==> src/lcx_pkg.sv <==
// Constants, types and field layout of the legacy code translator.
// Assumes one 25 MHz clock and a plain same-clock register port.
// Contract
// - Language register picks native (default), generic or three radio-format languages.
// - Legacy internal maps to path one internal one; external to path two input one.
// - Paths sharing one input are resolved by disabling the conflicting path.
// - AM code makes AM active and couples AM path depths.
// - AM plus qualifier: external sets path two AC; tones set path one.
// - AM while FM or pulse on moves those settings to AM paths.
// - FM code makes FM active and couples FM path deviations.
// - FM plus qualifier: external sets path two AC; tones set path one.
// - FM while AM or pulse on moves those settings to FM paths.
// - Digital-off code disables digital modulation, radio languages only.
// - Digital-on code clears four paths, sets radio format, then enables digital.
// - Radio format follows the selected radio language.
// - Pulse codes select DC input two and enable pulse; never internal.
// - External qualifier alone only waits for a modulation form.
// - Lone tone qualifier retunes whichever internal path is on.
// - Source-off disables pulse when pulse is the active function.
// - Source-off after a tone qualifier disables internal paths, forgets qualifier.
// - Source-off after external qualifier disables external paths, forgets qualifier.
// - Source-off with AM or FM active and no qualifier clears four paths.
// - DC FM code: FM active, pulse and AM off, FM path two DC on.
// - Codes are recognised in upper or lower case.
package lcx_pkg;
  // ---------------------------------------------------------------
  // Enumerations
  // ---------------------------------------------------------------
  typedef enum logic [2:0] {LCX_LANG_NATIVE = 3'h0, LCX_LANG_GENERIC = 3'h1,
    LCX_LANG_NADC = 3'h2, LCX_LANG_PDC = 3'h3, LCX_LANG_PHS = 3'h4} lcx_lang_t;
  typedef enum logic [3:0] {LCX_CODE_NONE = 4'h0, LCX_CODE_AM = 4'h1, LCX_CODE_FM = 4'h2,
    LCX_CODE_DIG_OFF = 4'h3, LCX_CODE_DIG_ON = 4'h4, LCX_CODE_FAST_PULSE = 4'h5,
    LCX_CODE_PULSE = 4'h6, LCX_CODE_EXT_QUAL = 4'h7, LCX_CODE_LOW_TONE = 4'h8,
    LCX_CODE_HIGH_TONE = 4'h9, LCX_CODE_SRC_OFF = 4'ha, LCX_CODE_DC_FM = 4'hb} lcx_code_t;
  typedef enum logic [1:0] {LCX_SRC_NONE = 2'h0, LCX_SRC_INT1 = 2'h1, LCX_SRC_EXT1 = 2'h2,
    LCX_SRC_EXT2 = 2'h3} lcx_src_t;
  typedef enum logic [2:0] {LCX_FN_NONE = 3'h0, LCX_FN_AM = 3'h1, LCX_FN_FM = 3'h2,
    LCX_FN_PULSE = 3'h3} lcx_fn_t;
  typedef enum logic [1:0] {LCX_QUAL_NONE = 2'h0, LCX_QUAL_EXT = 2'h1, LCX_QUAL_LOW = 2'h2,
    LCX_QUAL_HIGH = 2'h3} lcx_qual_t;
  typedef enum logic [1:0] {LCX_FMT_NONE = 2'h0, LCX_FMT_NADC = 2'h1, LCX_FMT_PDC = 2'h2,
    LCX_FMT_PHS = 2'h3} lcx_fmt_t;
  // ---------------------------------------------------------------
  // Modulation state
  // ---------------------------------------------------------------
  typedef struct packed {
    logic am1_en, am2_en, fm1_en, fm2_en, pulse_en, dm_en, radio_en;
    logic am_track, fm_track, am2_dc, fm2_dc, repeat_cont, data_ext;
    logic [10:0] am1_tone, fm1_tone;
    lcx_src_t am1_src, am2_src, fm1_src, fm2_src, pulse_src, dm_src;
    lcx_fmt_t radio_fmt;
  } lcx_mod_t;
  localparam lcx_mod_t LCX_MOD_RESET = '0;
  localparam logic [10:0] LCX_TONE_LOW_HZ = 11'h190;
  localparam logic [10:0] LCX_TONE_HIGH_HZ = 11'h3e8;
  // ---------------------------------------------------------------
  // Register map and fields
  // ---------------------------------------------------------------
  localparam logic [7:0] LCX_OFS_LANG = 8'h00;
  localparam logic [7:0] LCX_OFS_CODE = 8'h04;
  localparam logic [7:0] LCX_OFS_STATUS = 8'h08;
  localparam logic [7:0] LCX_OFS_SOURCE = 8'h0c;
  localparam logic [7:0] LCX_OFS_TONE = 8'h10;
  localparam int LCX_POS_FM_TONE = 16;
  localparam int LCX_POS_FN = 12;
  localparam int LCX_POS_QUAL = 16;
  localparam int LCX_POS_FMT = 18;
  localparam int LCX_POS_LAST = 20;
  // ---------------------------------------------------------------
  // Code text, upper case
  // ---------------------------------------------------------------
  localparam logic [15:0] LCX_TXT_AM = 16'h414d;
  localparam logic [15:0] LCX_TXT_FM = 16'h464d;
  localparam logic [15:0] LCX_TXT_DIG_OFF = 16'h5030;
  localparam logic [15:0] LCX_TXT_DIG_ON = 16'h5034;
  localparam logic [15:0] LCX_TXT_FAST_PULSE = 16'h5046;
  localparam logic [15:0] LCX_TXT_PULSE = 16'h504d;
  localparam logic [15:0] LCX_TXT_EXT_QUAL = 16'h5331;
  localparam logic [15:0] LCX_TXT_LOW_TONE = 16'h5332;
  localparam logic [15:0] LCX_TXT_HIGH_TONE = 16'h5333;
  localparam logic [15:0] LCX_TXT_SRC_OFF = 16'h5334;
  localparam logic [15:0] LCX_TXT_DC_FM = 16'h5335;
endpackage

==> src/lcx_code_if.sv <==
// Decoded code strobe between the decoder and the translator core.
// Assumes both ends on the same clock.
`timescale 1ns/1ns
interface lcx_code_if;
  import lcx_pkg::*;
  logic valid;
  lcx_code_t code;
  modport src (output valid, output code);
  modport dst (input valid, input code);
endinterface

==> src/lcx_decode.sv <==
// Case-folding decoder from two code characters to a code strobe.
// Assumes a one-cycle strobe with the text, same clock.
`timescale 1ns/1ns
module lcx_decode import lcx_pkg::*; (
  input wire logic clk,
  input wire logic rst_n,
  input wire logic strobe,
  input wire logic [15:0] text,
  lcx_code_if.src cif
);
  logic [15:0] folded;
  lcx_code_t code_next;
  // ---------------------------------------------------------------
  // Fold lower case letters
  // ---------------------------------------------------------------
  for (genvar i = 0; i < 2; i++) begin : g_fold
    wire logic [7:0] ch = text[i*8 +: 8];
    assign folded[i*8 +: 8] = (ch >= 8'h61 && ch <= 8'h7a) ? (ch & 8'hdf) : ch;
  end
  always_comb begin
    case (folded)
      LCX_TXT_AM: code_next = LCX_CODE_AM;
      LCX_TXT_FM: code_next = LCX_CODE_FM;
      LCX_TXT_DIG_OFF: code_next = LCX_CODE_DIG_OFF;
      LCX_TXT_DIG_ON: code_next = LCX_CODE_DIG_ON;
      LCX_TXT_FAST_PULSE: code_next = LCX_CODE_FAST_PULSE;
      LCX_TXT_PULSE: code_next = LCX_CODE_PULSE;
      LCX_TXT_EXT_QUAL: code_next = LCX_CODE_EXT_QUAL;
      LCX_TXT_LOW_TONE: code_next = LCX_CODE_LOW_TONE;
      LCX_TXT_HIGH_TONE: code_next = LCX_CODE_HIGH_TONE;
      LCX_TXT_SRC_OFF: code_next = LCX_CODE_SRC_OFF;
      LCX_TXT_DC_FM: code_next = LCX_CODE_DC_FM;
      default: code_next = LCX_CODE_NONE;
    endcase
  end
  always_ff @(posedge clk or negedge rst_n) begin
    if (!rst_n) begin
      cif.valid <= 1'b0;
      cif.code <= LCX_CODE_NONE;
    end else begin
      cif.valid <= strobe && (code_next != LCX_CODE_NONE);
      cif.code <= code_next;
    end
  end
endmodule

==> src/lcx_share_guard.sv <==
// Drops paths that would share one modulation input.
// Assumes the caller says which modulation type has priority.
`timescale 1ns/1ns
module lcx_share_guard import lcx_pkg::*; (
  input lcx_mod_t mod_in,
  input wire logic keep_am,
  output lcx_mod_t mod_out
);
  logic [3:0] en;
  lcx_src_t src [4];
  always_comb begin
    en = {mod_in.fm2_en, mod_in.fm1_en, mod_in.am2_en, mod_in.am1_en};
    src[0] = mod_in.am1_src;
    src[1] = mod_in.am2_src;
    src[2] = mod_in.fm1_src;
    src[3] = mod_in.fm2_src;
    // Paths 0,1 are AM, 2,3 are FM; the losing type gives way
    for (int i = 0; i < 2; i++) begin
      for (int j = 2; j < 4; j++) begin
        if (en[i] && en[j] && src[i] == src[j]) begin
          if (keep_am) en[j] = 1'b0;
          else en[i] = 1'b0;
        end
      end
    end
    mod_out = mod_in;
    {mod_out.fm2_en, mod_out.fm1_en, mod_out.am2_en, mod_out.am1_en} = en;
  end
endmodule

==> src/lcx_translator.sv <==
// Legacy two-letter code translator: register port, language and modulation state.
// Assumes a same-clock master with one-cycle strobes and read data one cycle later.
//
// Strobed register access and the placing of the registers were chosen for this implementation.
`timescale 1ns/1ns
module lcx_translator import lcx_pkg::*; (
  input wire logic clk,
  input wire logic rst_n,
  input wire logic [7:0] addr,
  input wire logic [31:0] wr_data,
  input wire logic wr_stb,
  input wire logic rd_stb,
  output logic [31:0] rd_data,
  output logic [6:0] path_en
);
  // ---------------------------------------------------------------
  // State
  // ---------------------------------------------------------------
  lcx_lang_t lang_reg;
  lcx_mod_t mod_reg;
  lcx_mod_t mod_next;
  lcx_mod_t mod_raw;
  lcx_fn_t fn_reg;
  lcx_fn_t fn_next;
  lcx_qual_t qual_reg;
  lcx_qual_t qual_next;
  lcx_code_t last_reg;
  lcx_code_t last_next;
  logic [31:0] rd_data_reg;
  logic [31:0] rd_data_next;
  logic [6:0] path_en_reg;
  logic compat;
  logic radio_lang;
  logic none_on;
  logic am_on;
  logic fm_on;
  lcx_code_if cif ();

  // ---------------------------------------------------------------
  // Code decoding
  // ---------------------------------------------------------------
  lcx_decode u_decode (
    .clk(clk),
    .rst_n(rst_n),
    .strobe(wr_stb && addr == LCX_OFS_CODE),
    .text(wr_data[15:0]),
    .cif(cif)
  );

  // ---------------------------------------------------------------
  // Language selection
  // ---------------------------------------------------------------
  always_ff @(posedge clk or negedge rst_n) begin
    if (!rst_n) begin
      lang_reg <= LCX_LANG_NATIVE;
    end else if (wr_stb && addr == LCX_OFS_LANG && wr_data[2:0] <= 3'h4) begin
      lang_reg <= lcx_lang_t'(wr_data[2:0]);
    end
  end

  assign compat = (lang_reg != LCX_LANG_NATIVE);
  assign radio_lang = (lang_reg == LCX_LANG_NADC) || (lang_reg == LCX_LANG_PDC) ||
    (lang_reg == LCX_LANG_PHS);
  assign none_on = !(mod_reg.am1_en || mod_reg.am2_en || mod_reg.fm1_en ||
    mod_reg.fm2_en || mod_reg.pulse_en || mod_reg.dm_en);
  assign am_on = mod_reg.am1_en || mod_reg.am2_en;
  assign fm_on = mod_reg.fm1_en || mod_reg.fm2_en;

  // ---------------------------------------------------------------
  // Setup helpers
  // ---------------------------------------------------------------
  function automatic logic [10:0] tone_of(input lcx_qual_t q);
    tone_of = (q == LCX_QUAL_HIGH) ? LCX_TONE_HIGH_HZ : LCX_TONE_LOW_HZ;
  endfunction

  function automatic lcx_mod_t am_setup(input lcx_mod_t m, input lcx_qual_t q,
    input logic none_st, input logic same_on);
    lcx_mod_t r;
    r = m;
    if (same_on || none_st) begin
      if (q == LCX_QUAL_EXT) begin
        r.am2_dc = 1'b0;
        r.am2_src = LCX_SRC_EXT1;
        if (none_st) r.am2_en = 1'b1;
      end else begin
        r.am1_src = LCX_SRC_INT1;
        r.am1_tone = tone_of(q);
        if (none_st) r.am1_en = 1'b1;
      end
    end else begin
      if (m.fm1_en) begin
        r.am1_src = LCX_SRC_INT1;
        r.am1_en = 1'b1;
        r.fm1_en = 1'b0;
      end
      if (m.fm2_en || m.pulse_en) begin
        r.am2_src = LCX_SRC_EXT1;
        r.am2_en = 1'b1;
        r.fm2_en = 1'b0;
        r.pulse_en = 1'b0;
      end
    end
    am_setup = r;
  endfunction

  function automatic lcx_mod_t fm_setup(input lcx_mod_t m, input lcx_qual_t q,
    input logic none_st, input logic same_on);
    lcx_mod_t r;
    r = m;
    if (same_on || none_st) begin
      if (q == LCX_QUAL_EXT) begin
        r.fm2_dc = 1'b0;
        r.fm2_src = LCX_SRC_EXT1;
        if (none_st) r.fm2_en = 1'b1;
      end else begin
        r.fm1_src = LCX_SRC_INT1;
        r.fm1_tone = tone_of(q);
        if (none_st) r.fm1_en = 1'b1;
      end
    end else begin
      if (m.am1_en) begin
        r.fm1_src = LCX_SRC_INT1;
        r.fm1_en = 1'b1;
        r.am1_en = 1'b0;
      end
      if (m.am2_en || m.pulse_en) begin
        r.fm2_src = LCX_SRC_EXT1;
        r.fm2_en = 1'b1;
        r.am2_en = 1'b0;
        r.pulse_en = 1'b0;
      end
    end
    fm_setup = r;
  endfunction

  function automatic lcx_qual_t qual_of(input lcx_code_t c);
    case (c)
      LCX_CODE_EXT_QUAL: qual_of = LCX_QUAL_EXT;
      LCX_CODE_LOW_TONE: qual_of = LCX_QUAL_LOW;
      LCX_CODE_HIGH_TONE: qual_of = LCX_QUAL_HIGH;
      default: qual_of = LCX_QUAL_NONE;
    endcase
  endfunction

  function automatic lcx_fmt_t fmt_of(input lcx_lang_t l);
    case (l)
      LCX_LANG_NADC: fmt_of = LCX_FMT_NADC;
      LCX_LANG_PDC: fmt_of = LCX_FMT_PDC;
      LCX_LANG_PHS: fmt_of = LCX_FMT_PHS;
      default: fmt_of = LCX_FMT_NONE;
    endcase
  endfunction

  // ---------------------------------------------------------------
  // Code interpretation
  // ---------------------------------------------------------------
  always_comb begin
    mod_raw = mod_reg;
    fn_next = fn_reg;
    qual_next = qual_reg;
    last_next = last_reg;
    if (cif.valid && compat) begin
      last_next = cif.code;
      qual_next = LCX_QUAL_NONE;
      case (cif.code)
        LCX_CODE_AM: begin
          fn_next = LCX_FN_AM;
          mod_raw.am_track = 1'b1;
          if (qual_reg == LCX_QUAL_EXT) begin
            mod_raw = am_setup(mod_reg, LCX_QUAL_EXT, none_on, am_on);
            mod_raw.am_track = 1'b1;
          end
        end
        LCX_CODE_FM: begin
          fn_next = LCX_FN_FM;
          mod_raw.fm_track = 1'b1;
          if (qual_reg == LCX_QUAL_EXT) begin
            mod_raw = fm_setup(mod_reg, LCX_QUAL_EXT, none_on, fm_on);
            mod_raw.fm_track = 1'b1;
          end
        end
        LCX_CODE_EXT_QUAL, LCX_CODE_LOW_TONE, LCX_CODE_HIGH_TONE: begin
          qual_next = qual_of(cif.code);
          if (last_reg == LCX_CODE_AM) begin
            mod_raw = am_setup(mod_reg, qual_of(cif.code), none_on, am_on);
          end else if (last_reg == LCX_CODE_FM) begin
            mod_raw = fm_setup(mod_reg, qual_of(cif.code), none_on, fm_on);
          end else if (cif.code != LCX_CODE_EXT_QUAL) begin
            if (mod_reg.am1_en) mod_raw.am1_tone = tone_of(qual_of(cif.code));
            if (mod_reg.fm1_en) mod_raw.fm1_tone = tone_of(qual_of(cif.code));
          end
        end
        LCX_CODE_SRC_OFF: begin
          if (fn_reg == LCX_FN_PULSE) begin
            mod_raw.pulse_en = 1'b0;
          end else if (qual_reg == LCX_QUAL_LOW || qual_reg == LCX_QUAL_HIGH) begin
            mod_raw.am1_en = 1'b0;
            mod_raw.fm1_en = 1'b0;
          end else if (qual_reg == LCX_QUAL_EXT) begin
            mod_raw.am2_en = 1'b0;
            mod_raw.fm2_en = 1'b0;
          end else if (fn_reg == LCX_FN_AM || fn_reg == LCX_FN_FM) begin
            mod_raw.am1_en = 1'b0;
            mod_raw.am2_en = 1'b0;
            mod_raw.fm1_en = 1'b0;
            mod_raw.fm2_en = 1'b0;
          end
        end
        LCX_CODE_DC_FM: begin
          fn_next = LCX_FN_FM;
          mod_raw.fm2_src = LCX_SRC_EXT1;
          mod_raw.pulse_en = 1'b0;
          mod_raw.am1_en = 1'b0;
          mod_raw.am2_en = 1'b0;
          mod_raw.fm2_dc = 1'b1;
          mod_raw.fm2_en = 1'b1;
        end
        LCX_CODE_DIG_OFF: begin
          if (radio_lang) mod_raw.dm_en = 1'b0;
        end
        LCX_CODE_DIG_ON: begin
          if (radio_lang) begin
            mod_raw.am1_en = 1'b0;
            mod_raw.am2_en = 1'b0;
            mod_raw.fm1_en = 1'b0;
            mod_raw.fm2_en = 1'b0;
            mod_raw.dm_src = LCX_SRC_INT1;
            mod_raw.radio_fmt = fmt_of(lang_reg);
            mod_raw.radio_en = 1'b1;
            mod_raw.repeat_cont = 1'b1;
            mod_raw.data_ext = 1'b1;
            mod_raw.dm_en = 1'b1;
          end
        end
        LCX_CODE_FAST_PULSE, LCX_CODE_PULSE: begin
          fn_next = LCX_FN_PULSE;
          mod_raw.pulse_src = LCX_SRC_EXT2;
          mod_raw.pulse_en = 1'b1;
        end
        default: begin
          last_next = last_reg;
        end
      endcase
    end
  end

  // ---------------------------------------------------------------
  // Input sharing guard
  // ---------------------------------------------------------------
  lcx_share_guard u_guard (
    .mod_in(mod_raw),
    .keep_am(fn_next == LCX_FN_AM),
    .mod_out(mod_next)
  );

  // ---------------------------------------------------------------
  // Modulation state update
  // ---------------------------------------------------------------
  always_ff @(posedge clk or negedge rst_n) begin
    if (!rst_n) begin
      mod_reg <= LCX_MOD_RESET;
      path_en_reg <= 7'h00;
    end else begin
      mod_reg <= mod_next;
      path_en_reg <= {mod_next.radio_en, mod_next.dm_en, mod_next.pulse_en,
        mod_next.fm2_en, mod_next.fm1_en, mod_next.am2_en, mod_next.am1_en};
    end
  end

  // ---------------------------------------------------------------
  // Function and qualifier memory
  // ---------------------------------------------------------------
  always_ff @(posedge clk or negedge rst_n) begin
    if (!rst_n) begin
      fn_reg <= LCX_FN_NONE;
      qual_reg <= LCX_QUAL_NONE;
      last_reg <= LCX_CODE_NONE;
    end else begin
      fn_reg <= fn_next;
      qual_reg <= qual_next;
      last_reg <= last_next;
    end
  end

  // ---------------------------------------------------------------
  // Register read
  // ---------------------------------------------------------------
  always_comb begin
    rd_data_next = 32'h0000_0000;
    if (rd_stb) begin
      case (addr)
        LCX_OFS_LANG: rd_data_next[2:0] = lang_reg;
        LCX_OFS_CODE: rd_data_next[3:0] = last_reg;
        LCX_OFS_STATUS: rd_data_next[12:0] = {mod_reg.data_ext, mod_reg.repeat_cont,
          mod_reg.fm2_dc, mod_reg.am2_dc, mod_reg.fm_track, mod_reg.am_track,
          mod_reg.radio_en, mod_reg.dm_en, mod_reg.pulse_en, mod_reg.fm2_en,
          mod_reg.fm1_en, mod_reg.am2_en, mod_reg.am1_en};
        LCX_OFS_SOURCE: begin
          rd_data_next[11:0] = {mod_reg.dm_src, mod_reg.pulse_src, mod_reg.fm2_src,
            mod_reg.fm1_src, mod_reg.am2_src, mod_reg.am1_src};
          rd_data_next[LCX_POS_FN +: 3] = fn_reg;
          rd_data_next[LCX_POS_QUAL +: 2] = qual_reg;
          rd_data_next[LCX_POS_FMT +: 2] = mod_reg.radio_fmt;
        end
        LCX_OFS_TONE: begin
          rd_data_next[10:0] = mod_reg.am1_tone;
          rd_data_next[LCX_POS_FM_TONE +: 11] = mod_reg.fm1_tone;
        end
        default: rd_data_next = 32'h0000_0000;
      endcase
    end
  end

  always_ff @(posedge clk or negedge rst_n) begin
    if (!rst_n) begin
      rd_data_reg <= 32'h0000_0000;
    end else begin
      rd_data_reg <= rd_data_next;
    end
  end

  assign rd_data = rd_data_reg;
  assign path_en = path_en_reg;
endmodule

==> config.mk <==
export PLATFORM = sky130hd
export DESIGN_NAME = lcx_translator
export DESIGN_NICKNAME = d
export VERILOG_FILES = /design/src/lcx_pkg.sv /design/src/lcx_code_if.sv /design/src/lcx_decode.sv /design/src/lcx_share_guard.sv /design/src/lcx_translator.sv
export SDC_FILE = /design/constraint.sdc
export NUM_CORES = 1
export LEC_CHECK = 0
export ABC_AREA = 0
export BUFFER_PORTS_ARGS = -buffer_cell sky130_fd_sc_hd__buf_2
export CAP_MARGIN = 20
export CORE_ASPECT_RATIO = 0.9
export CORE_MARGIN = 4
export CORE_UTILIZATION = 45
export DETAILED_ROUTE_END_ITERATION = 12
export GPL_ROUTABILITY_DRIVEN = 0
export HOLD_SLACK_MARGIN = 0.06
export PLACE_DENSITY = 0.79
export SETUP_SLACK_MARGIN = 0.5
export SLEW_MARGIN = 20
export SYNTH_ARGS = -nofsm -noshare
export SYNTH_HDL_FRONTEND = slang
export SYNTH_SLANG_ARGS = --single-unit
==> constraint.sdc <==
create_clock -name clk -period 4.5 [get_ports clk]
set_input_delay 0.225 -clock clk [delete_from_list [all_inputs] [get_ports clk]]
set_output_delay 0.225 -clock clk [all_outputs]
set_load 0.05 [all_outputs]
==> results.md, run 1 <==
- Status: complete, no violations
- Core ar.: a little over 9000 um^2
- N_diodes: 0
- Largest net degree at the start of global routing: between 60 and 70
- Initial antenna violation count: 0
- Reg2Reg Capture Point: mod_reg[23]$_DFFE_PN0P_
- Critical Path Sink: mod_reg[23]$_DFFE_PN0P_
- Grt met2 use: between 30% and 40%
- Avg Inst Size Synth: between 8 and 9 um^2
- Total power: 0.00133 W
- Fin crit share: 69.3%
- Distinct cells, synth: a little under 80
- Least-Margin Pin Slew: 1.04 ns
- Placed Area: 4590 um^2
- Synth Flop Type: dfrtp_1
- # rows: 33
- Remaining DRCs: 0
- CP startpoint kind: register
- Area grow syn2layout: 10.6%
- Ys Warns: 0
- Root Driver: clkbuf_8
- Met1 usage: between 20% and 30%
- Final Cell Area: 4850 um^2
- Asr flop ratio synth: between 90% and 100%
- Post-synth EDFFs: 0
- Met3 Usage GRT: a little under 6%
- Slew margin rel.: between 20% and 30%
- Fin. Hold Viols: 0
- Post-route ant nets: 0
- DR vias/cell: a little over 6
- Crit. End Element: register
- DPL Wire Length: 7.95 mm
- Setup TNS: 0 ns
- Register area share after synthesis: 38.8%
- Reg2reg start: u_decode.cif.code[0]$_DFF_PN0_
- Area fraction of the dominant cell type after synthesis: roughly two fifths
- DRT Wirelength: roughly 11 mm
- Fmax: between 300 and 400 MHz
- CTS tree: yes
- Sink Count: 68
- Die Height: around 100 um
- Commonest non-fill, non-tap cells in the layout: 68 x dfrtp_1, 59 x buf_2, 44 x nor2_1, 32 x o21ai_0, 29 x nand2_1
- Flop2flop setup slack: between 1 and 1.5 ns
- Fraction of layout cells with a size suffix above 1: 19.1%
- Worst EP required: between 4 and 5 ns
- Lkg Pwr: roughly 2.3 nW
- Detailed Route Iter0 Violations: approximately 540
- GRT Util Overall: 19.8%
- Io pins: 83
- Cell area after synthesis: approximately 4400 um^2
- Worst Setup SP: u_decode.cif.code[0]$_DFF_PN0_
- Seq. cell area: approximately 1700 um^2
- Commonest non-fill, non-tap cell in the layout: dfrtp_1
- # fillers: ~850
- Top post-synthesis cells by area: dfrtp_1 39%, nor2_1 3.8%, o21ai_0 3.7%
- Initial Util: around 47%
- I/O Buffers: 59
- Die X: approximately 110 um
- Pwr dens: about 280 nW/um^2
- Min Tclk post-route: 3.12 ns
- Resized Gates After CTS: 0
- Via Count: 4,020
- Post-CTS Hold Fix Bufs: 0
- CTS Buf Count: 9
- Wire per inst: around 17 um
- Global-route wire length before repair: about 18 mm
- Post-Layout Cell Count: around 650
- Reg2Reg Depth: 5
- Post-CTS setup buffer count: 0
- HP Class: in -> async
- Area of the multi-input gates: ~2400 um^2
- Worst EP arrival: 3.35 ns
- Slew Limit Fails: 0
- Worst-path clk slew: approximately 0.070 ns
- CTS max path bufs: 2
- Drt first pass iters: 6
- FF+latch count, synth: between 60 and 70
- Final Setup Violations: 0
- H-tree levels: 3
- Die area: approximately 11,000 um^2
- Synth Instances: approximately 490
- Most Used Layer, Global Route: met2
- DP Cell Count: roughly 640
- Largest register FFs: 23
- Final nets: 570
- Worst vdd ir: between 0.0002 and 0.00025 V
- Post-synth top area cell: dfrtp_1
- Worst-Skew Late Latency: between 0.3 and 0.4 ns
- Critical path type: reg -> reg
- Crit-path max FO: 30
- Vias in the first global route: around 3,700
- Clock Skews: approximately 0.0086 ns
- Overflow after GRT: 0
- Max Cap Viol: 0
- RSZ-0062 raised after global routing: false
==> how the worst min path moves through the flow <==
stage,slack (ns),endpoint,start,cells past startpoint
after floorplan,-0.07,fn_reg[0]$_DFF_PN0_,rst_n,0
final,0.07,rd_data[18]$_DFF_PN0_,rst_n,2
after global routing,0.14,rd_data[18]$_DFF_PN0_,rst_n,2
after detailed placement,0.45,mod_reg[22]$_DFFE_PN0P_,mod_reg[22]$_DFFE_PN0P_,1
after CTS,0.1,rd_data[17]$_DFF_PN0_,rst_n,2
after global placement,0.45,rd_data[18]$_DFF_PN0_,rst_n,2
==> logic make-up (layout without fill, tap and decap cells) <==
| group | count (synthesis) | count (layout) | share of synthesized area (%) |
|---|---|---|---|
| and+or+nand+nor | 198 | 198 | 25.7 |
| muxes | 16 | 16 | 3.80 |
| DFF | 68 | 68 | 38.8 |
| xor gates and xnor gates | 7 | 7 | 1.40 |
| buffers and inverters | 63 | 93 | 7.96 |
| AOI/OAI and AO/OA | 141 | 141 | 22.2 |
| other | 1 | 7 | 0.0856 |
==> cell type report <==
class / count / share of cell area (%)
multi-input cells: 369 / 48.6
flip-flops and latches: 68 / 35.1
repair buffers: 62 / 6.56
well taps: 122 / 3.15
clock inverters: 6 / 2.81
clock buffers: 9 / 2.56
inverters: 16 / 1.24
==> cells in the mapped netlist (all sizes together), types with 3 or more instances <==
library cell  instances
nor4                  9
nand2b               11
o21ai                34
mux2i                11
a211oi                7
nor3                 14
or2                   6
nand2                29
nand4                 4
a31o                  3
a21o                  7
nor3b                 5
xor2                  4
nand3b                6
xnor2                 3
nor4b                 5
nand4b                5
buf                  25
a22oi                 3
o31ai                 7
nor2                 44
and2                 13
dfrtp                68
a31oi                10
inv                  16
mux2                  5
nor2b                 3
clkbuf               22
or3                   5
or4b                  3
a32oi                 4
a21oi                27
and3                  8
nand3                17
o211ai                6
==> stage by stage <==
step	utilization, %	hold slack [ns]	setup slack, ns
after detailed placement	49.4	0.448	1.52
after CTS	52.2	0.0976	1.49
after floorplan	-	-0.0706	2.06
final	52.2	0.0677	1.38
after global routing	52.2	0.136	1.17
after global placement	49.4	0.448	1.52
==> report_power, final <==
part	total (W)	switching, W	internal (W)	leakage [nW]
registers	0.000615	0.00000282	0.000612	0.948
clock network	0.000655	0.000232	0.000423	0.126
logic	0.0000628	0.0000455	0.0000173	1.20
total	0.00133	0.000281	0.00105	2.27
==> critical path, cell delays in order (launching register included) <==
cell and delay [ns]:
dfrtp_1 0.93, nand4b_1 0.57, a21oi_1 0.51, nand2_1 0.14, nor3_1 0.47, mux2_2 0.39
==> layer usage <==
layer / wire, um / vias up / share of wire (%)
met5: 0 / - / 0
met4: 279 / 0 / 2.5
met3: 1130 / 38 / 10
met2: 4840 / 244 / 44
met1: 4800 / 1862 / 43
li1: - / 1876 / -
No activity file was read; power rests on OpenSTA's default activity.
==> inputs of run 2 (changes only) <==
--- a/config.mk
+++ b/config.mk
@@ -14,7 +14,7 @@
 export DETAILED_ROUTE_END_ITERATION = 12
 export GPL_ROUTABILITY_DRIVEN = 0
 export HOLD_SLACK_MARGIN = 0.06
-export PLACE_DENSITY = 0.79
+export PLACE_DENSITY = 0.82
 export SETUP_SLACK_MARGIN = 0.5
 export SLEW_MARGIN = 20
 export SYNTH_ARGS = -nofsm -noshare
==> constraint.sdc (replaced) <==
create_clock -name clk -period 2.65 [get_ports clk]
set_input_delay 0.1325 -clock clk [delete_from_list [all_inputs] [get_ports clk]]
set_output_delay 0.1325 -clock clk [all_outputs]
set_load 0.05 [all_outputs]
==> results.md, run 2 (synthesis results as in run 1) <==
- Post-route ant nets: 0 (unchanged)
- Core ar.: 9290 um^2 (unchanged)
- Drt first pass iters: 6 (unchanged)
- RSZ-0062 raised after global routing: true (was false)
- Critical path type: reg -> reg (unchanged)
- Detailed Route Iter0 Violations: 597 (was 539)
- DR vias/cell: 6.51 (was 6.17)
- Lkg Pwr: 2.58 nW (was 2.27 nW)
- Area of the multi-input gates: 2650 um^2 (was 2350 um^2)
- Commonest non-fill, non-tap cells in the layout: 59 x dfrtp_1, 59 x buf_2, 45 x buf_4, 38 x nor2_1, 28 x o21ai_0 (was 68 x dfrtp_1, 59 x buf_2, 44 x nor2_1, 32 x o21ai_0, 29 x nand2_1)
- Clock Skews: 0.00958 ns (was 0.00859 ns)
- CTS tree: yes (unchanged)
- HP Class: in -> reg (was in -> async)
- Area grow syn2layout: 28.2% (was 10.6%)
- N_diodes: 0 (unchanged)
- Root Driver: clkbuf_8 (unchanged)
- Fin. Hold Viols: 0 (unchanged)
- Slew Limit Fails: 0 (unchanged)
- Worst path cell trace: or4b_4 > a211oi_2 > o21ai_2 > nor2_4 > nor4_1 > a311o_1 > a221oi_2 (was nand4b_1 > a21oi_1 > nand2_1 > nor3_1 > mux2_2)
- Global-route wire length before repair: 21.0 mm (was 18.3 mm)
- WL met2: 6.17 mm (was 4.84 mm)
- Die X: 112 um (unchanged)
- Fmax: 404 MHz (was 321 MHz)
- Pwr dens: 378 nW/um^2 (was 275 nW/um^2)
- Worst EP arrival: 2.75 ns (was 3.35 ns)
- Max Cap Viol: 0 (unchanged)
- Via Count: 4,594 (was 4,020)
- DRT Wirelength: 13.8 mm (was 11.1 mm)
- Die area: 11,400 um^2 (unchanged)
- DP Cell Count: 663 (was 637)
- Dpl ws: 0.0818 ns (was 1.52 ns)
- Post-Layout Cell Count: 706 (was 652)
- Final Cell Area: 5620 um^2 (was 4850 um^2)
- DPL Wire Length: 8.88 mm (was 7.95 mm)
- CTS Buf Count: 9 (unchanged)
- Setup TNS: 0 ns (unchanged)
- Slew margin rel.: 51.2% (was 29.5%)
- Final Setup Violations: 0 (unchanged)
- Initial Util: 47.2% (unchanged)
- Seq. cell area: 1710 um^2 (was 1700 um^2)
- Hold Crit Start: wr_data[0]
- Final core utilization: 60.5% (was 52.2%)
- Worst Setup SP: u_decode.cif.code[1]$_DFF_PN0_ (was u_decode.cif.code[0]$_DFF_PN0_)
- Worst-Skew Late Latency: 0.36 ns (was 0.34 ns)
- Largest net degree at the start of global routing: 34 (was 69)
- Fin crit share: 93.5% (was 69.3%)
- I/O Buffers: 59 (unchanged)
- Wire per inst: 19.5 um (was 17.0 um)
- H-tree levels: 3 (unchanged)
- Placed Area: 4890 um^2 (was 4590 um^2)
- Final worst slack: 0.172 ns (was 1.38 ns)
- Vias in the first global route: 4,213 (was 3,692)
- Largest register FFs: 23 (unchanged)
- Min Tclk post-route: 2.48 ns (was 3.12 ns)
- Reg2reg start: u_decode.cif.code[1]$_DFF_PN0_ (was u_decode.cif.code[0]$_DFF_PN0_)
- CP delay by family, top: compound AO/OA/AOI/OAI gates (was simple AND/OR/NAND/NOR gates)
- # fillers: 730 (was 851)
- Sink Count: 68 (unchanged)
- Crit. End Element: register (unchanged)
- Initial antenna violation count: 0 (unchanged)
- CP peak stage delay: 0.61 ns (was 0.93 ns)
- Met1 Wirelength: 5.12 mm (was 4.80 mm)
- Worst vdd ir: 0.000197 V (was 0.000214 V)
- Fraction of layout cells with a size suffix above 1: 35.1% (was 19.1%)
- Slowest CP cell: or4b_4 (was dfrtp_1)
- WP buf/inv: 0 (unchanged)
- Overflow after GRT: 0 (unchanged)
- CTS max path bufs: 2 (unchanged)
- Worst EP required: 2.92 ns (was 4.73 ns)
- Worst-path clk slew: 0.07 ns (about the same)
- Metal3 WL: 1.79 mm (was 1.13 mm)
- Status: complete, no violations (unchanged)
- Least-Margin Pin Slew: 0.726 ns (was 1.04 ns)
- CP startpoint kind: register (unchanged)
- Highest routed metal layer: met4 (unchanged)
- Io pins: 83 (unchanged)
- Remaining DRCs: 0 (unchanged)
- GRT Util Overall: 22.8% (was 19.8%)
- Final nets: 623 (was 570)
- Crit-path max FO: 6 (was 30)
- Die Height: 102 um (unchanged)
- # rows: 33 (unchanged)
-- run 2: cell types whose count changed in the layout (fill, tap and decap cells not counted), sizes merged, moves of 2 or more --
cell | before | now
bufinv | 4 | 2
clkinv | 0 | 4
clkbuf | 9 | 11
dlygate4sd3 | 0 | 2
buf | 62 | 111
-- run 2: repair_timing --
item                                    in CTS  in global routing
hold buffers                                 2                  0
endpoints found under the setup margin       6                 11
cloned                                       1                  1
pin swaps                                   13                  5
hold endpoints to repair                    36                  0
resized for setup                           37                 21
buffers inserted                            14                  9
-- run 2: metal layers --
metal | track usage [%] | vias up
li1 | - | 1992
met1 | 29.4 | 2106
met2 | 37.7 | 388
met3 | 5.79 | 108
met4 | 7.67 | 0
met5 | 0 | -
-- run 2: layout make-up --
cell class | count | share of cell area (%)
sequential | 68 | 30.5
inverter | 16 | 1.07
multi-input combinational | 369 | 47.2
clock inverter | 6 | 1.56
clock buffer | 10 | 2.45
timing repair buffer | 115 | 14.5
tap | 122 | 2.72
-- run 2: path summary, 6_finish.rpt --
kind                                                 to  slack (ns)  cells after the start
worst max-delay path               path_en[1]$_DFF_PN0_        0.17                      7
worst min-delay path            lang_reg[0]$_DFFE_PN0P_         0.1                      3
worst max register to register     path_en[1]$_DFF_PN0_        0.17                      7
worst min register to register  mod_reg[40]$_DFFE_PN0P_        0.46                      1
max in group asynchronous          path_en[3]$_DFF_PN0_        1.72                      3
min in group asynchronous       mod_reg[42]$_DFFE_PN0P_        0.18                      2
-- run 2: where the power goes --
part,internal [W],leakage [nW],switching (W),total [W]
clock,0.000555,0.116,0.000412,0.000967
combinational,0.0000326,1.53,0.0000777,0.000110
sequential,0.00104,0.933,0.00000570,0.00105
total,0.00163,2.58,0.000495,0.00212
-- run 2: worst register-to-register path, delay by kind of cell (launching register included) --
family / cells / cell delay, ns
and+or+nand+nor: 3 / 0.90
DFF: 1 / 0.45
AOI/OAI and AO/OA: 4 / 1.05
-- run 2: stage by stage --
step,power (W),hold slack [ns]
after floorplan,0.00112,-0.163
after global placement,0.00117,0.0191
after detailed placement,0.00117,0.0290
after CTS,0.00212,0.0818
after global routing,0.00219,0.137
final,0.00212,0.0966
==> inputs of run 3 (changes only) <==
--- a/config.mk
+++ b/config.mk
@@ -11,10 +11,11 @@
 export CORE_ASPECT_RATIO = 0.9
 export CORE_MARGIN = 4
 export CORE_UTILIZATION = 45
+export CTS_BUF_LIST = sky130_fd_sc_hd__clkbuf_8 sky130_fd_sc_hd__clkbuf_16
 export DETAILED_ROUTE_END_ITERATION = 12
 export GPL_ROUTABILITY_DRIVEN = 0
 export HOLD_SLACK_MARGIN = 0.06
-export PLACE_DENSITY = 0.82
+export PLACE_DENSITY = 0.79
 export SETUP_SLACK_MARGIN = 0.5
 export SLEW_MARGIN = 20
 export SYNTH_ARGS = -nofsm -noshare
==> constraint.sdc (replaced) <==
create_clock -name clk -period 2.47 [get_ports clk]
set_input_delay 0.1235 -clock clk [delete_from_list [all_inputs] [get_ports clk]]
set_output_delay 0.1235 -clock clk [all_outputs]
set_load 0.05 [all_outputs]
==> results.md, run 3 (synthesis results as in run 1) <==
- CTS Buf Count: 9 (unchanged)
- Die area: 11,400 um^2 (unchanged)
- GRT Util Overall: 24.0% (was 22.8%)
- Final worst slack: -0.0202 ns (was 0.172 ns)
- I/O Buffers: 59 (unchanged)
- Clock network fraction of total power: 42.3% (was 45.6%)
- Largest net degree at the start of global routing: 28 (was 34)
- Failing checks: setup timing
- Pint: 0.00161 W (was 0.00163 W)
- DRT Wirelength: 14.4 mm (was 13.8 mm)
- Fin. Hold Viols: 0 (unchanged)
- Initial antenna violation count: 0 (unchanged)
- Min Tclk post-route: 2.49 ns (was 2.48 ns)
- DR vias/cell: 6.33 (was 6.51)
- WP buf/inv: 1 (was 0)
- Drt first pass iters: 5 (was 6)
- Area of the multi-input gates: 2790 um^2 (was 2650 um^2)
- Post-route ant nets: 0 (unchanged)
- CP peak stage delay: 0.45 ns (was 0.61 ns)
- CP delay by family, top: compound AO/OA/AOI/OAI gates (unchanged)
- Worst vdd ir: 0.000176 V (was 0.000197 V)
- HP Class: in -> reg (unchanged)
- Crit. End Element: register (unchanged)
- Fin crit share: 101% (was 93.5%)
- Initial Util: 47.2% (unchanged)
- Lkg Pwr: 2.71 nW (was 2.58 nW)
- Io pins: 83 (unchanged)
- Worst-Skew Late Latency: 0.36 ns (about the same)
- Root Driver: clkbuf_8 (unchanged)
- Area grow syn2layout: 34.7% (was 28.2%)
- Fraction of layout cells with a size suffix above 1: 38.2% (was 35.1%)
- Worst EP required: 2.73 ns (was 2.92 ns)
- Final nets: 646 (was 623)
- Wire per inst: 19.7 um (was 19.5 um)
- Total power: 0.00215 W (was 0.00212 W)
- Hold WS: 0.0726 ns (was 0.0966 ns)
- Slew Limit Fails: 0 (unchanged)
- Core ar.: 9290 um^2 (unchanged)
- Die Height: 102 um (unchanged)
- DPL Wire Length: 9.38 mm (was 8.88 mm)
- Clock Skews: 0.00593 ns (was 0.00958 ns)
- Via Count: 4,613 (was 4,594)
- Worst path cell trace: buf_12 > or3b_4 > o211ai_1 > a21oi_1 > a31oi_4 > nor4_1 > a311o_1 > a221oi_2 (was or4b_4 > a211oi_2 > o21ai_2 > nor2_4 > nor4_1 > a311o_1 > a221oi_2)
- Net switching power: 0.000541 W (was 0.000495 W)
- Seq. cell area: 1710 um^2 (about the same)
- Overflow after GRT: 0 (unchanged)
- Worst-path clk slew: 0.08 ns (was 0.07 ns)
- Sink Count: 68 (unchanged)
- Status: finished with violations (was complete, no violations)
- H-tree levels: 3 (unchanged)
- Remaining DRCs: 0 (unchanged)
- Pwr dens: 365 nW/um^2 (was 378 nW/um^2)
- Global-route wire length before repair: 21.9 mm (was 21.0 mm)
- Critical path type: reg -> reg (unchanged)
- Final core utilization: 63.6% (was 60.5%)
- Final Setup Violations: 1 (was 0)
- Dpl ws: -0.0373 ns (was 0.0818 ns)
- # fillers: 710 (was 730)
- N_diodes: 0 (unchanged)
- CP startpoint kind: register (unchanged)
- Sequential power share: 51.9% (was 49.2%)
- Die X: 112 um (unchanged)
- RSZ-0062 raised after global routing: true (unchanged)
- Crit-path max FO: 27 (was 6)
- Vias in the first global route: 4,353 (was 4,213)
- Least-Margin Pin Slew: 0.737 ns (was 0.726 ns)
- Max Cap Viol: 0 (unchanged)
- CTS max path bufs: 2 (unchanged)
- Detailed Route Iter0 Violations: 466 (was 597)
- Combinational power share: 5.8% (was 5.2%)
- # rows: 33 (unchanged)
- Slowest CP cell: or3b_4 (was or4b_4)
- Worst EP arrival: 2.75 ns (about the same)
- Commonest non-fill, non-tap cells in the layout: 62 x dfrtp_1, 62 x buf_4, 59 x buf_2, 38 x nor2_1 (was 59 x dfrtp_1, 59 x buf_2, 45 x buf_4, 38 x nor2_1, 28 x o21ai_0)
- Fmax: 402 MHz (was 404 MHz)
- Largest register FFs: 23 (unchanged)
- Switching fraction of total power: 25.1% (was 23.3%)
- CTS tree: yes (unchanged)
- Slew margin rel.: 50.5% (was 51.2%)
-- run 3: layout make-up --
type / count / area share [%]
Multi-Input combinational cell: 369 / 47.3
Clock buffer: 9 / 2.10
Tap cell: 122 / 2.58
Timing Repair Buffer: 138 / 16.9
Clock inverter: 7 / 1.17
Inverter: 16 / 1.02
Sequential cell: 68 / 28.9
-- run 3: routing by layer --
metal,global-route usage [%],wire length (um),vias to the layer above
li1,-,-,2028
met2,38.4,6590,335
met4,12.8,760,0
met3,5.32,1570,82
met1,30.6,5450,2168
met5,0,0,-
-- run 3: tightest hold or removal path, cell delays in order --
cell	delay [ns]
buf_2	0.14
a211oi_1	0.05
nor2_1	0.08
-- run 3: worst paths after layout --
check                      slack (ns)                            from  cells past startpoint                      end
min in group asynchronous        0.25                           rst_n                      2    rd_data[26]$_DFF_PN0_
setup reg to reg                -0.02  u_decode.cif.code[3]$_DFF_PN0_                      8     path_en[1]$_DFF_PN0_
hold reg to reg                  0.48         mod_reg[40]$_DFFE_PN0P_                      1  mod_reg[40]$_DFFE_PN0P_
max in group asynchronous        1.47                           rst_n                      3     path_en[1]$_DFF_PN0_
setup / recovery                -0.02  u_decode.cif.code[3]$_DFF_PN0_                      8     path_en[1]$_DFF_PN0_
hold / removal                   0.07                      wr_data[0]                      3  lang_reg[0]$_DFFE_PN0P_
-- run 3: power by group through the flow --
stage | Sequential (W) | Clock [W] | Combinational, W
after floorplan | 0.00114 | 0 | 0.0000626
after global placement | 0.00114 | 0 | 0.000116
after detailed placement | 0.00114 | 0 | 0.000121
after CTS | 0.00112 | 0.000919 | 0.000124
after global routing | 0.00112 | 0.000954 | 0.000137
final | 0.00112 | 0.000911 | 0.000125
-- run 3: stage by stage --
stage | std cells | cell area, um^2 | setup TNS (ns)
floorplan | 500 | 4520 | 0
global placement | 687 | 5090 | -0.000759
detailed placement | 687 | 5090 | -0.0438
CTS | 719 | 5620 | 0
global route | 729 | 5910 | -0.251
finish | 729 | 5910 | -0.0202
-- run 3: timing repair --
action	CTS	global route
endpoints found under the setup margin	13	16
hold buffers	2	0
setup buffers	13	10
gates cloned	1	0
hold endpoints to repair	22	0
pin swaps	12	16
gates resized for setup	35	47
